<file path="src/common/cec_pkg.sv">
/*
  Shared constants of the controller error classifier: register map,
  field positions, error codes and timing figures.
  Assumes a 100 MHz core clock and a 32-bit APB register bus.
*/
`default_nettype none
package cec_pkg;
  // Core clock rate
  localparam int CLK_HZ = 100_000_000;
  // Register byte offsets
  localparam logic [7:0] OFF_CTRL = 8'h00;
  localparam logic [7:0] OFF_STATUS = 8'h04;
  localparam logic [7:0] OFF_AUX = 8'h08;
  localparam logic [7:0] OFF_ALARM = 8'h0c;
  // Control fields
  localparam int CTRL_START = 0;
  localparam int CTRL_CLEAR = 1;
  localparam int CTRL_PROG = 2;
  // Status fields
  localparam int ST_CODE_LSB = 0;
  localparam int ST_UNIT_WAIT = 8;
  localparam int ST_REM_WAIT = 9;
  localparam int ST_RUN = 10;
  localparam int ST_PEND = 11;
  localparam int ST_FATAL = 12;
  localparam int ST_CNT_LSB = 16;
  // Auxiliary fields
  localparam int AUX_SPEC_LSB = 16;
  // Error codes, BCD or hex as shown to the operator
  localparam logic [7:0] CODE_NONE = 8'h00;
  localparam logic [7:0] CODE_MAX_BCD = 8'h99;
  localparam logic [7:0] CODE_INTR = 8'h8a;
  localparam logic [7:0] CODE_ISR = 8'h8b;
  localparam logic [7:0] CODE_HD = 8'h9a;
  localparam logic [7:0] CODE_SETUP = 8'h9b;
  localparam logic [7:0] CODE_CASS = 8'h9d;
  localparam logic [7:0] CODE_OVR = 8'hf8;
  localparam logic [7:0] CODE_TABLE = 8'he7;
  localparam logic [7:0] CODE_REM0 = 8'hb0;
  localparam logic [7:0] CODE_REM1 = 8'hb1;
  localparam logic [7:0] CODE_SPEC = 8'hd0;
  localparam logic [7:0] CODE_BATT = 8'hf7;
  // Pin vector layout
  localparam int PIN_UNIT_WAIT = 0;
  localparam int PIN_REM_WAIT = 1;
  localparam int PIN_EVT_LSB = 2;
  localparam int PIN_SCAN_END = 12;
  localparam int PIN_FATAL = 13;
  localparam int PIN_HD_LSB = 14;
  localparam int PIN_SPEC_LSB = 18;
  localparam int PIN_W = 22;
  // Number of queued error sources (10 pins, overrun, alarm instruction)
  localparam int NSRC = 12;
  localparam int SRC_USER = 11;
  // Timing figures
  localparam int OVR_MS = 100;
  localparam int BLINK_MS = 250;
  // Controller modes
  typedef enum logic [1:0] {CEC_INIT, CEC_RUN, CEC_HALT} cec_mode_e;
endpackage
`default_nettype wire

</file>
<file path="src/rtl/cec_top.sv">
/*
  Controller error classifier: sorts detected conditions into waits,
  non-fatal and fatal errors, queues error codes for the status code field and
  drives the front indicators and the run output.
  Assumes an APB master on mclk and asynchronous condition pins.
*/
// The APB slave port and the placing of the registers were decided locally.
`default_nettype none
module cec_top
  import cec_pkg::*;
#(
  parameter int QDEPTH = 8, // Error queue depth
  parameter int OVR_CYC = OVR_MS * (CLK_HZ / 1000), // Scan overrun limit
  parameter int BLINK_CYC = BLINK_MS * (CLK_HZ / 1000) // Half blink period
) (
  input wire logic mclk, // Core clock
  input wire logic arst_n, // Async reset, active low
  input wire logic psel, // APB select
  input wire logic penable, // APB enable
  input wire logic pwrite, // APB direction
  input wire logic [7:0] paddr, // APB byte address
  input wire logic [31:0] pwdata, // APB write data
  output logic [31:0] prdata, // APB read data
  output logic pready, // APB ready
  output logic pslverr, // APB error on unmapped address
  input wire logic unit_wait, // Special/interrupt unit not initialised
  input wire logic remote_wait, // Remote unit unpowered or no terminator
  input wire logic intr_xfer_err, // Interrupt unit transfer fault
  input wire logic isr_overlong, // Refresh subroutine too long
  input wire logic hd_xfer_err, // High-density unit transfer fault
  input wire logic setup_bad, // Bad setup value read or used
  input wire logic cassette_err, // Cassette transfer failure
  input wire logic table_mismatch, // I/O table mismatch
  input wire logic remote0_err, // Remote master 0 transmission fault
  input wire logic remote1_err, // Remote master 1 transmission fault
  input wire logic special_err, // Link or special unit fault
  input wire logic battery_low, // Battery missing or low
  input wire logic scan_end, // End of program scan
  input wire logic fatal_err, // Fatal condition, stops execution
  input wire logic [3:0] hd_unit, // Failing high-density unit
  input wire logic [3:0] special_unit, // Faulting special unit
  output logic power_led, // Power indicator
  output logic run_led, // Run indicator
  output logic alarm_error_indicator, // Alarm/error indicator
  output logic run_out, // Run output
  output logic exec_en // Program execution enable
);

  localparam int QW = $clog2(QDEPTH);
  localparam logic [QW:0] Q_FULL = (QW + 1)'(QDEPTH);
  // Raw pin vector, bit order fixed by the pin layout constants
  logic [PIN_W-1:0] pin_raw;
  assign pin_raw = {special_unit, hd_unit, fatal_err, scan_end, battery_low, special_err,
                    remote1_err, remote0_err, table_mismatch, cassette_err, setup_bad,
                    hd_xfer_err, isr_overlong, intr_xfer_err, remote_wait, unit_wait};
  logic [PIN_W-1:0] sync1_r; // First synchroniser stage
  logic [PIN_W-1:0] sync2_r; // Second synchroniser stage
  logic [PIN_W-1:0] prev_r; // Previous synchronised value
  logic [PIN_W-1:0] rise; // Rising edges

  // Two-flop synchroniser and edge detect per pin bit
  genvar gi;
  generate
    for (gi = 0; gi < PIN_W; gi++) begin : g_sync
      always_ff @(posedge mclk or negedge arst_n) begin
        if (!arst_n) begin
          sync1_r[gi] <= 1'b0;
          sync2_r[gi] <= 1'b0;
          prev_r[gi] <= 1'b0;
        end else begin
          sync1_r[gi] <= pin_raw[gi];
          sync2_r[gi] <= sync1_r[gi];
          prev_r[gi] <= sync2_r[gi];
        end
      end
      assign rise[gi] = sync2_r[gi] & ~prev_r[gi];
    end
  endgenerate

  // Code for each queued source
  function automatic logic [7:0] src_code(input int idx, input logic [7:0] user);
    case (idx)
      0: src_code = CODE_INTR;
      1: src_code = CODE_ISR;
      2: src_code = CODE_HD;
      3: src_code = CODE_SETUP;
      4: src_code = CODE_CASS;
      5: src_code = CODE_TABLE;
      6: src_code = CODE_REM0;
      7: src_code = CODE_REM1;
      8: src_code = CODE_SPEC;
      9: src_code = CODE_BATT;
      10: src_code = CODE_OVR;
      default: src_code = user;
    endcase
  endfunction

  // APB decode
  logic wr_acc; // Write lands only at the edge that completes the transfer
  logic mapped; // Address hits a register
  assign wr_acc = psel & penable & pready & pwrite;
  assign mapped = (paddr == OFF_CTRL) || (paddr == OFF_STATUS) ||
                  (paddr == OFF_AUX) || (paddr == OFF_ALARM);
  logic start_r; // Software start request
  logic prog_r; // Program mode flag
  logic [7:0] user_code_r; // Last alarm instruction code
  logic user_evt_r; // Alarm instruction posted a code
  logic pop_r; // Pop request from clear or code 00
  cec_mode_e mode_r; // Controller mode
  logic ovr_evt_r; // Scan overrun event
  logic [NSRC-1:0] pend_r; // Pending sources awaiting queue slot
  logic [7:0] q_mem [QDEPTH]; // Error code queue
  logic [QW-1:0] q_rd_r; // Queue read pointer
  logic [QW-1:0] q_wr_r; // Queue write pointer
  logic [QW:0] q_cnt_r; // Queue fill
  logic [15:0] hd_flags_r; // High-density unit flags
  logic [3:0] spec_unit_r; // Last faulting special unit
  logic [31:0] ovr_cnt_r; // Scan length counter
  logic [31:0] blink_cnt_r; // Blink divider
  logic blink_r; // Blink phase

  // Control writes and alarm instruction writes
  always_ff @(posedge mclk or negedge arst_n) begin
    if (!arst_n) begin
      start_r <= 1'b0;
      prog_r <= 1'b1;
      user_code_r <= CODE_NONE;
      user_evt_r <= 1'b0;
      pop_r <= 1'b0;
    end else begin
      user_evt_r <= 1'b0;
      pop_r <= 1'b0;
      if (wr_acc && paddr == OFF_CTRL) begin
        start_r <= pwdata[CTRL_START];
        prog_r <= pwdata[CTRL_PROG];
        pop_r <= pwdata[CTRL_CLEAR];
      end
      if (wr_acc && paddr == OFF_ALARM) begin
        if (pwdata[7:0] == CODE_NONE) begin
          pop_r <= 1'b1;
        end else if (pwdata[7:4] <= CODE_MAX_BCD[7:4] &&
                     pwdata[3:0] <= CODE_MAX_BCD[3:0]) begin
          user_code_r <= pwdata[7:0];
          user_evt_r <= 1'b1;
        end
      end
    end
  end
  // Mode: waits hold start, non-fatal errors never leave run
  always_ff @(posedge mclk or negedge arst_n) begin
    if (!arst_n) begin
      mode_r <= CEC_INIT;
    end else begin
      case (mode_r)
        CEC_INIT: begin
          if (sync2_r[PIN_FATAL]) begin
            mode_r <= CEC_HALT;
          end else if (start_r && !sync2_r[PIN_UNIT_WAIT] &&
                       !sync2_r[PIN_REM_WAIT]) begin
            mode_r <= CEC_RUN;
          end
        end
        CEC_RUN: begin
          if (sync2_r[PIN_FATAL]) begin
            mode_r <= CEC_HALT;
          end else if (!start_r) begin
            mode_r <= CEC_INIT;
          end
          // Queued non-fatal errors keep the scan running
        end
        CEC_HALT: begin
          if (!sync2_r[PIN_FATAL] && !start_r) begin
            mode_r <= CEC_INIT;
          end
        end
        default: mode_r <= CEC_INIT;
      endcase
    end
  end
  // Scan watchdog: counts cycles between scan ends while running
  always_ff @(posedge mclk or negedge arst_n) begin
    if (!arst_n) begin
      ovr_cnt_r <= 32'h0000_0000;
      ovr_evt_r <= 1'b0;
    end else begin
      ovr_evt_r <= 1'b0;
      if (mode_r != CEC_RUN || rise[PIN_SCAN_END]) begin
        ovr_cnt_r <= 32'h0000_0000;
      end else if (ovr_cnt_r <= 32'(OVR_CYC)) begin
        // Count parks one past the limit, so one overrun code per scan
        ovr_evt_r <= (ovr_cnt_r == 32'(OVR_CYC));
        ovr_cnt_r <= ovr_cnt_r + 32'h0000_0001;
      end
    end
  end
  // Event sources in queue priority order
  logic [NSRC-1:0] evt;
  assign evt = {user_evt_r, ovr_evt_r,
                rise[PIN_SCAN_END-1:PIN_EVT_LSB]};
  // Pick lowest pending source
  logic pick_v;
  logic [3:0] pick_i;
  always_comb begin
    pick_v = 1'b0;
    pick_i = 4'h0;
    for (int i = NSRC - 1; i >= 0; i--) begin
      if (pend_r[i]) begin
        pick_v = 1'b1;
        pick_i = 4'(i);
      end
    end
  end

  logic q_push;
  logic q_pop;
  assign q_push = pick_v && (q_cnt_r != Q_FULL);
  assign q_pop = pop_r && (q_cnt_r != '0);
  // Pending bits: a new event wins over the clear of its slot
  always_ff @(posedge mclk or negedge arst_n) begin
    if (!arst_n) begin
      pend_r <= '0;
    end else begin
      for (int i = 0; i < NSRC; i++) begin
        if (evt[i]) begin
          pend_r[i] <= 1'b1;
        end else if (q_push && pick_i == 4'(i)) begin
          pend_r[i] <= 1'b0;
        end
      end
    end
  end
  // Queue storage and pointers
  always_ff @(posedge mclk) begin
    if (q_push) begin
      q_mem[q_wr_r] <= src_code(int'(pick_i), user_code_r);
    end
  end

  always_ff @(posedge mclk or negedge arst_n) begin
    if (!arst_n) begin
      q_rd_r <= '0;
      q_wr_r <= '0;
      q_cnt_r <= '0;
    end else begin
      if (q_push) begin
        q_wr_r <= q_wr_r + QW'(1);
      end
      if (q_pop) begin
        q_rd_r <= q_rd_r + QW'(1);
      end
      if (q_push && !q_pop) begin
        q_cnt_r <= q_cnt_r + (QW + 1)'(1);
      end else if (q_pop && !q_push) begin
        q_cnt_r <= q_cnt_r - (QW + 1)'(1);
      end
    end
  end
  // Auxiliary status: unit flags and faulting unit number
  always_ff @(posedge mclk or negedge arst_n) begin
    if (!arst_n) begin
      hd_flags_r <= 16'h0000;
      spec_unit_r <= 4'h0;
    end else begin
      if (rise[PIN_EVT_LSB + 2]) begin
        hd_flags_r[sync2_r[PIN_HD_LSB +: 4]] <= 1'b1;
      end else if (q_pop && q_cnt_r == (QW + 1)'(1)) begin
        hd_flags_r <= 16'h0000;
      end
      if (rise[PIN_EVT_LSB + 8]) begin
        spec_unit_r <= sync2_r[PIN_SPEC_LSB +: 4];
      end
    end
  end
  // Blink divider for the alarm indicator
  always_ff @(posedge mclk or negedge arst_n) begin
    if (!arst_n) begin
      blink_cnt_r <= 32'h0000_0000;
      blink_r <= 1'b0;
    end else if (blink_cnt_r >= 32'(BLINK_CYC - 1)) begin
      blink_cnt_r <= 32'h0000_0000;
      blink_r <= ~blink_r;
    end else begin
      blink_cnt_r <= blink_cnt_r + 32'h0000_0001;
    end
  end
  // Indicators and run output
  always_ff @(posedge mclk or negedge arst_n) begin
    if (!arst_n) begin
      power_led <= 1'b0;
      run_led <= 1'b0;
      alarm_error_indicator <= 1'b0;
      run_out <= 1'b0;
      exec_en <= 1'b0;
    end else begin
      power_led <= 1'b1;
      run_led <= (mode_r == CEC_RUN);
      run_out <= (mode_r == CEC_RUN);
      exec_en <= (mode_r == CEC_RUN);
      alarm_error_indicator <= (mode_r == CEC_HALT) ||
                               ((q_cnt_r != '0) && blink_r);
    end
  end
  // Read mux
  logic [31:0] rd_mux;
  always_comb begin
    rd_mux = 32'h0000_0000;
    case (paddr)
      OFF_CTRL: begin
        rd_mux[CTRL_START] = start_r;
        rd_mux[CTRL_PROG] = prog_r;
      end
      OFF_STATUS: begin
        rd_mux[ST_CODE_LSB +: 8] = (q_cnt_r != '0) ? q_mem[q_rd_r] : CODE_NONE;
        rd_mux[ST_UNIT_WAIT] = sync2_r[PIN_UNIT_WAIT];
        rd_mux[ST_REM_WAIT] = sync2_r[PIN_REM_WAIT];
        rd_mux[ST_RUN] = (mode_r == CEC_RUN);
        rd_mux[ST_PEND] = (q_cnt_r != '0);
        rd_mux[ST_FATAL] = (mode_r == CEC_HALT);
        rd_mux[ST_CNT_LSB +: QW + 1] = q_cnt_r;
      end
      OFF_AUX: begin
        rd_mux[15:0] = hd_flags_r;
        rd_mux[AUX_SPEC_LSB +: 4] = spec_unit_r;
      end
      default: rd_mux = 32'h0000_0000;
    endcase
  end
  // APB answer: ready in the first access cycle
  always_ff @(posedge mclk or negedge arst_n) begin
    if (!arst_n) begin
      pready <= 1'b0;
      pslverr <= 1'b0;
      prdata <= 32'h0000_0000;
    end else begin
      pready <= psel & ~penable;
      pslverr <= psel & ~penable & ~mapped;
      if (psel && !penable && !pwrite) begin
        prdata <= rd_mux;
      end
    end
  end

endmodule
`default_nettype wire

</file>
<file path="config.mk">
export PLATFORM = sky130hd
export DESIGN_NAME = cec_top
export DESIGN_NICKNAME = d
export VERILOG_FILES = /design/src/common/cec_pkg.sv /design/src/rtl/cec_top.sv
export SDC_FILE = /design/constraint.sdc
export NUM_CORES = 1
export LEC_CHECK = 0
export BUFFER_PORTS_ARGS = -buffer_cell sky130_fd_sc_hd__buf_4
export CAP_MARGIN = 10
export CORE_ASPECT_RATIO = 1.2
export CORE_MARGIN = 3
export CORE_UTILIZATION = 45
export DETAILED_ROUTE_END_ITERATION = 8
export PLACE_DENSITY_LB_ADDON = 0.2
export SLEW_MARGIN = 20
export SYNTH_ARGS = -nofsm -noshare
export SYNTH_HDL_FRONTEND = slang
export SYNTH_SLANG_ARGS = --single-unit
</file>
<file path="constraint.sdc">
create_clock -name mclk -period 2.25 [get_ports mclk]
set_input_delay 0.3375 -clock mclk [delete_from_list [all_inputs] [get_ports mclk]]
set_output_delay 0.3375 -clock mclk [all_outputs]
set_load 0.005 [all_outputs]
</file>
==> results of run 1 <==
[kinds of logic (layout without fill, tap and decap cells)]
| kind of cell | count (synthesis) | in the layout | share of synthesized area [%] |
|---|---|---|---|
| DFF | 266 | 266 | 64.69 |
| other | 2 | 20 | 0.06962 |
| muxes | 44 | 44 | 6.217 |
| adders and majority gates | 9 | 9 | 1.044 |
| AOI/OAI and AO/OA | 151 | 154 | 8.433 |
| xor gates and xnor gates | 33 | 33 | 2.679 |
| and+or+nand+nor | 300 | 300 | 14.02 |
| buffers and inverters | 64 | 273 | 2.842 |
[critical path, stage by stage (launching register included)]
cell and delay (ps):
dfrtp_1 380, nor4_2 270, nand2_1 130, or4_4 580
a21boi_4 190, or4_1 530, a21oi_1 150
[power breakdown]
| group | leakage (nW) | switching [mW] | internal, mW |
|---|---|---|---|
| combinational | 2.23 | 1.02 | 0.867 |
| clock | 0.510 | 1.90 | 3.26 |
| sequential | 3.07 | 0.261 | 5.63 |
| total | 5.81 | 3.19 | 9.75 |
[flip-flops by register name (all words and copies together), names as in the netlist, 2 cells and up]
name / cells
blink_cnt_r: 32
pend_r: 12
prdata: 20
hd_flags_r: 16
q_cnt_r: 4
spec_unit_r: 4
sync1_r: 22
sync2_r: 22
mode_r: 2
user_code_r: 8
prev_r: 11
q_mem: 64
q_rd_r: 3
q_wr_r: 3
ovr_cnt_r: 32
[metrics by stage]
| stage | hold WS, ps | area [µm²] | power, mW |
|---|---|---|---|
| after floorplan | 41.91 | 10870 | 6.829 |
| after global placement | 334.3 | 12340 | 7.732 |
| after detailed placement | 334.7 | 12340 | 7.794 |
| after CTS | 21.89 | 13710 | 13.04 |
| after global routing | 32.22 | 13880 | 13.54 |
| final | 42.87 | 13880 | 12.94 |
[layout by cell type, fill, tap and decap left out, types with 20 or more instances in the layout]
cell type	netlist	final
clkbuf_16	0	29
xor2_1	22	22
inv_1	25	23
nor2_1	97	94
nand3_1	29	29
a21oi_1	57	49
nand2_1	51	49
edfxtp_1	64	64
mux2_2	24	24
buf_4	14	167
o21ai_0	35	34
conb_1	2	20
dlygate4sd3_1	0	24
nand4_1	20	20
dfrtp_1	201	201
[metal layers]
metal | share of wire [%] | wire length [µm] | global-route usage [%]
met4 | 1.6 | 392 | 4.429
met2 | 51 | 12200 | 32.34
met3 | 3.8 | 919 | 2.503
met1 | 44 | 10420 | 25.08
met5 | 0 | 0 | 0
[path summary, 6_finish.rpt]
path | start | endpoint | slack [ps]
worst min register to register | sync1_r[8]$_DFF_PN0_ | sync2_r[8]$_DFF_PN0_ | 340
worst max register to register | ovr_cnt_r[27]$_DFFE_PN0P_ | ovr_cnt_r[22]$_DFFE_PN0P_ | -50
max in group asynchronous | arst_n | sync1_r[17]$_DFF_PN0_ | 1180
worst min-delay path | pwdata[4] | user_code_r[4]$_DFFE_PN0P_ | 40
worst max-delay path | ovr_cnt_r[27]$_DFFE_PN0P_ | ovr_cnt_r[22]$_DFFE_PN0P_ | -50
min in group asynchronous | arst_n | sync2_r[14]$_DFF_PN0_ | 350
[layout make-up]
type	instances	area, µm²	share of cell area (%)
Tap cell	315	394.1	2.839
Clock inverter	16	277.8	2.001
Clock buffer	35	778.2	5.607
Timing Repair Buffer	197	1575	11.35
Multi-Input combinational cell	560	3784	27.26
Sequential cell	266	6978	50.27
Inverter	25	93.84	0.6760
[timing repair]
action | CTS | global route
endpoints found under the setup margin | 23 | 56
hold buffers | 24 | 0
gates cloned | 2 | 2
setup buffers | 1 | 5
hold endpoints to repair | 77 | 0
gates resized for setup | 9 | 27
pin swaps | 8 | 9
==> summary.md, run 1 <==
| Metric | Value |
|---|---|
| Crit Path Max Fanout | `5` |
| RSZ-0062 raised after global routing | `true` |
| Worst hold stages | `2` |
| Max Slew Vio Count | `0` |
| Post-route insts no fill | `~1400` |
| Pwr Density | `between 900 and 1000 nW/µm²` |
| Yosys top cell area share | `roughly 47%` |
| Initial antenna violation count | `0` |
| Routed WL | `roughly 24 mm` |
| Peak supply drop | `about 0.60 mV` |
| # setup viols final | `7` |
| Gr usage total | `18.61%` |
| Kind of critical path | `register to register` |
| Initial core utilization | `46.19%` |
| Number of vias per cell | `approximately 5.2` |
| Clock tree buffer depth | `3` |
| Post-place setup slack | `-176.5 ps` |
| Boundary Pins | `around 110` |
| Layout cells sized above 1 | `28.12%` |
| CP Data Required Time | `between 2000 and 3000 ps` |
| I/O Buffers | `between 60 and 70` |
| Final Skew | `14.00 ps` |
| Max Clk Rate | `between 0.4 and 0.5 GHz` |
| Relative slew slack | `about two fifths` |
| FFs w/ async S/R, synth | `about three quarters` |
| EDFF count, synth | `64` |
| DRC violations left | `0` |
| Leak | `between 5 and 6 nW` |
| Final worst setup slack | `-51.15 ps` |
| Post-synth top cells | `dfrtp_1, nor2_1, edfxtp_1, a21oi_1, nand2_1` |
| Die height | `about 180 µm` |
| Die ar. | `between 20000 and 30000 µm²` |
| Maxcap violations | `0` |
| Mapped Avg Cell Area | `between 10 and 15 µm²` |
| Ys Warns | `0` |
| Die width | `approximately 150 µm` |
| Synthesized flop and latch total | `between 200 and 300` |
| Post-route ant nets | `0` |
| Cell Rows | `between 60 and 70` |
| CTS Buf Count | `28` |
| Final period util | `102.3%` |
| # H-tree levels | `1` |
| Worst-Margin Slew | `900.1 ps` |
| Clk sinks | `about 270` |
| Layout net count | `between 1000 and 1500` |
| Synth top area cells | `dfrtp_1, edfxtp_1, nor2_1, mux4_2, a21oi_1` |
| Iteration-0 DRC Markers | `between 400 and 500` |
| GR Overflow Total | `0` |
| Drt pass-1 iters | `4` |
| CTS tree | `built` |
| Setup TNS | `-199.3 ps` |
| Clock root buffer | `clkbuf_16` |
| Final Wtd Congestion | `0.8852` |
| Sequential area share after synthesis | `about two thirds` |
| Wirelength per Cell | `roughly 17 µm` |
| Cells after synthesis | `between 800 and 900` |
| Crit path capture type | `register` |
| ANT cells | `0` |
| R2R depth | `6` |
| Fill count | `approximately 1900` |
| Cell type with the highest aggregate area in the netlist | `dfrtp_1` |
| Outcome | `finished with violations` |
| Post-route core utilization | `around three fifths` |
| Clock transition at the registers of the reported paths | `60 ps` |
| Dominant cell by count in the synthesized netlist | `dfrtp_1` |
| First-pass GRT wire length | `roughly 39 mm` |
| Tmin final | `around 2300 ps` |
| Final hold vios | `0` |
| Vias | `approximately 7400` |
| Core area | `23350 µm²` |
| Hold Crit Class | `input pin to register` |
| Placed Cells incl. Taps | `1329` |
| Startpoint Class | `register` |
| Top FF cell, synth | `dfrtp_1` |
| Layout area overhead | `28.69%` |
| Largest net degree at the start of global routing | `63` |
| CP Data Arrival Time | `around 2800 ps` |
| Vias in the first global route | `between 7000 and 8000` |
| HPWL Detailed | `about 16 mm` |
| Clk_lat worst skew | `approximately 540 ps` |
| Violated checks | `setup timing` |
| Number of distinct library cells after synthesis | `52` |
| Synth Cell Area | `between 10000 and 15000 µm²` |
Power figures use the tool's default switching activity.
==> run 2: changes to the inputs <==
--- a/config.mk
+++ b/config.mk
@@ -12,6 +12,7 @@
 export CORE_UTILIZATION = 45
 export DETAILED_ROUTE_END_ITERATION = 8
 export PLACE_DENSITY_LB_ADDON = 0.2
+export REMOVE_ABC_BUFFERS = 1
 export SLEW_MARGIN = 20
 export SYNTH_ARGS = -nofsm -noshare
 export SYNTH_HDL_FRONTEND = slang
==> run 2 against run 1 <==
  * The flow still finishes with violations (setup timing)
  * Critical path depth rose by 1
  * Die area unchanged
  * Sequential power barely moved
  * Sequential share of layout area rose by 0.78 points
  * Critical path type unchanged
  * Critical endpoint is now ovr_cnt_r[12]$_DFFE_PN0P_
  * Largest cell class unchanged
==> summary.md, run 2 (synthesis gave the netlist of run 1 again) <==
| Metric | Value |
|---|---|
| RSZ-0062 raised after global routing | `true (unchanged)` |
| Leak | `5.689 nW (was 5.814 nW)` |
| Crit Path Max Fanout | `6 (was 5)` |
| Final hold vios | `0 (unchanged)` |
| Iteration-0 DRC Markers | `410 (was 412)` |
| Worst reg-to-reg setup slack | `-140 ps (was -50 ps)` |
| ANT cells | `0 (unchanged)` |
| Cell Rows | `61 (unchanged)` |
| # setup viols final | `20 (was 7)` |
| Biggest register | `q_mem (unchanged)` |
| Hold_ws | `48.62 ps (was 42.87 ps)` |
| Layout cells sized above 1 | `27.04% (was 28.12%)` |
| CP Data Arrival Time | `2860 ps (was 2770 ps)` |
| Die ar. | `25870 µm² (unchanged)` |
| I/O Buffers | `69 (unchanged)` |
| Final instance area | `13670 µm² (was 13880 µm²)` |
| Final period util | `106.1% (was 102.3%)` |
| Largest net degree at the start of global routing | `62 (was 63)` |
| Layout net count | `1147 (was 1154)` |
| Max Clk Rate | `0.4190 GHz (was 0.4346 GHz)` |
| Gr usage total | `18.02% (was 18.61%)` |
| Largest register FFs | `64 (unchanged)` |
| Startpoint Class | `register (unchanged)` |
| Post-route insts no fill | `1406 (was 1414)` |
| Vias in the first global route | `7361 (was 7446)` |
| DRC violations left | `0 (unchanged)` |
| Layout area overhead | `26.73% (was 28.69%)` |
| Drt pass-1 iters | `5 (was 4)` |
| Die height | `175.6 µm (unchanged)` |
| Most common cell after layout, fill and taps aside | `dfrtp_1 (unchanged)` |
| Worst-Margin Slew | `944.3 ps (was 900.1 ps)` |
| Outcome | `finished with violations (unchanged)` |
| Initial antenna violation count | `0 (unchanged)` |
| CP bufs+invs | `1 (was 0)` |
| # H-tree levels | `1 (unchanged)` |
| Critical Path Max Stage Delay | `570 ps (was 580 ps)` |
| Post-route ant nets | `0 (unchanged)` |
| CTS Buf Count | `27 (was 28)` |
| Clock tree buffer depth | `3 (unchanged)` |
| Die width | `147.3 µm (unchanged)` |
| Core area | `23350 µm² (unchanged)` |
| Max Slew Vio Count | `0 (unchanged)` |
| CP dominant cell by count | `nand2_1` |
| Boundary Pins | `106 (unchanged)` |
| Clock root buffer | `clkbuf_16 (unchanged)` |
| Initial core utilization | `46.19% (unchanged)` |
| Critical-path top delay cell | `or4_4 (unchanged)` |
| Setup TNS | `-1808 ps (was -199.3 ps)` |
| Post-place setup slack | `-235.6 ps (was -176.5 ps)` |
| Pwr Density | `869.8 nW/µm² (was 932.1 nW/µm²)` |
| CTS tree | `built (unchanged)` |
| Routed WL | `23.46 mm (was 23.93 mm)` |
| Final worst setup slack | `-136.6 ps (was -51.15 ps)` |
| CP Data Required Time | `2720 ps (about the same)` |
| Relative slew slack | `36.62% (was 39.59%)` |
| Peak supply drop | `0.5696 mV (was 0.6026 mV)` |
| Wirelength per Cell | `16.68 µm (was 16.92 µm)` |
| Crit path capture type | `register (unchanged)` |
| Kind of critical path | `register to register (unchanged)` |
| First-pass GRT wire length | `38.11 mm (was 39.04 mm)` |
| Violated checks | `setup timing (unchanged)` |
| Tmin final | `2387 ps (was 2301 ps)` |
| HPWL Detailed | `15.56 mm (was 16.31 mm)` |
| Clock transition at the registers of the reported paths | `60 ps (about the same)` |
| Final Wtd Congestion | `0.8572 (was 0.8852)` |
| Vias | `7394 (was 7365)` |
| Cell breakdown of the critical path | `nor4_2 -> nand2_1 -> or4_4 -> a21boi_4 -> buf_6 -> or4_1 -> nand2_1 (was nor4_2 -> nand2_1 -> or4_4 -> a21boi_4 -> or4_1 -> a21oi_1)` |
| Placed Cells incl. Taps | `1324 (was 1329)` |
| Maxcap violations | `0 (unchanged)` |
| Hold Crit Class | `input pin to register (unchanged)` |
| Final Skew | `21.48 ps (was 14.00 ps)` |
| Clk_lat worst skew | `550 ps (was 540 ps)` |
| Number of vias per cell | `5.259 (was 5.209)` |
| CP top delay family | `simple AND/OR/NAND/NOR gates (unchanged)` |
| Top flop regs | `q_mem x64, blink_cnt_r x32, ovr_cnt_r x32 (unchanged)` |
| Dpl cell area | `12310 µm² (was 12340 µm²)` |
| GR Overflow Total | `0 (unchanged)` |
| Most frequent cells in the layout | `dfrtp_1, buf_4, nor2_1 (unchanged)` |
| Clk sinks | `266 (unchanged)` |
[run 2: cell types whose count changed in the layout (fill, tap and decap cells not counted), moves of 3 or more]
cell,delta
nor4_2,+3
buf_4,-11
nor4_1,-3
bufinv_16,-6
buf_6,+4
clkbuf_1,+10
[run 2: power breakdown]
group          switching (mW)  internal (mW)  leakage, nW
logic                   0.980          0.812         2.22
clock network            1.80           2.42        0.402
registers               0.251           5.63         3.07
total                    3.03           8.86         5.69
[run 2: worst paths after layout]
check,startpoint,to,cells past startpoint
hold reg to reg,sync1_r[2]$_DFF_PN0_,sync2_r[2]$_DFF_PN0_,0
max in group asynchronous,arst_n,prog_r$_DFFE_PN1P_,3
setup / recovery,ovr_cnt_r[27]$_DFFE_PN0P_,ovr_cnt_r[12]$_DFFE_PN0P_,7
min in group asynchronous,arst_n,user_code_r[3]$_DFFE_PN0P_,2
hold / removal,pwdata[4],user_code_r[4]$_DFFE_PN0P_,2
setup reg to reg,ovr_cnt_r[27]$_DFFE_PN0P_,ovr_cnt_r[12]$_DFFE_PN0P_,7
[run 2: timing repair]
action,in CTS,in global routing
cloned,2,1
hold buffers,24,0
endpoints found under the setup margin,25,112
endpoints found under the hold margin,79,0
buffers inserted,4,2
pin swaps,21,6
resized for setup,13,36
[run 2: final cells by class]
type	instances	area [µm²]
multi-input cells	560	3801
clock buffers	42	752.0
repair buffers	191	1573
well taps	315	394.1
inverters	25	93.84
fillers	1967	9686
flip-flops and latches	266	6978
clock inverters	7	77.57
[run 2: metrics by stage]
stage | power (mW) | util (%)
floorplan | 6.790 | -
global placement | 7.650 | 52.71
detailed placement | 7.694 | 52.71
CTS | 11.98 | 57.78
global route | 12.49 | 58.53
finish | 11.89 | 58.53
[run 2: routing by layer]
metal	up-vias	track usage [%]	wire length (µm)
li1	3518	-	-
met1	3652	24.87	10180
met2	177	30.67	11700
met3	47	2.297	1073
met4	0	4.507	500
met5	-	0	0
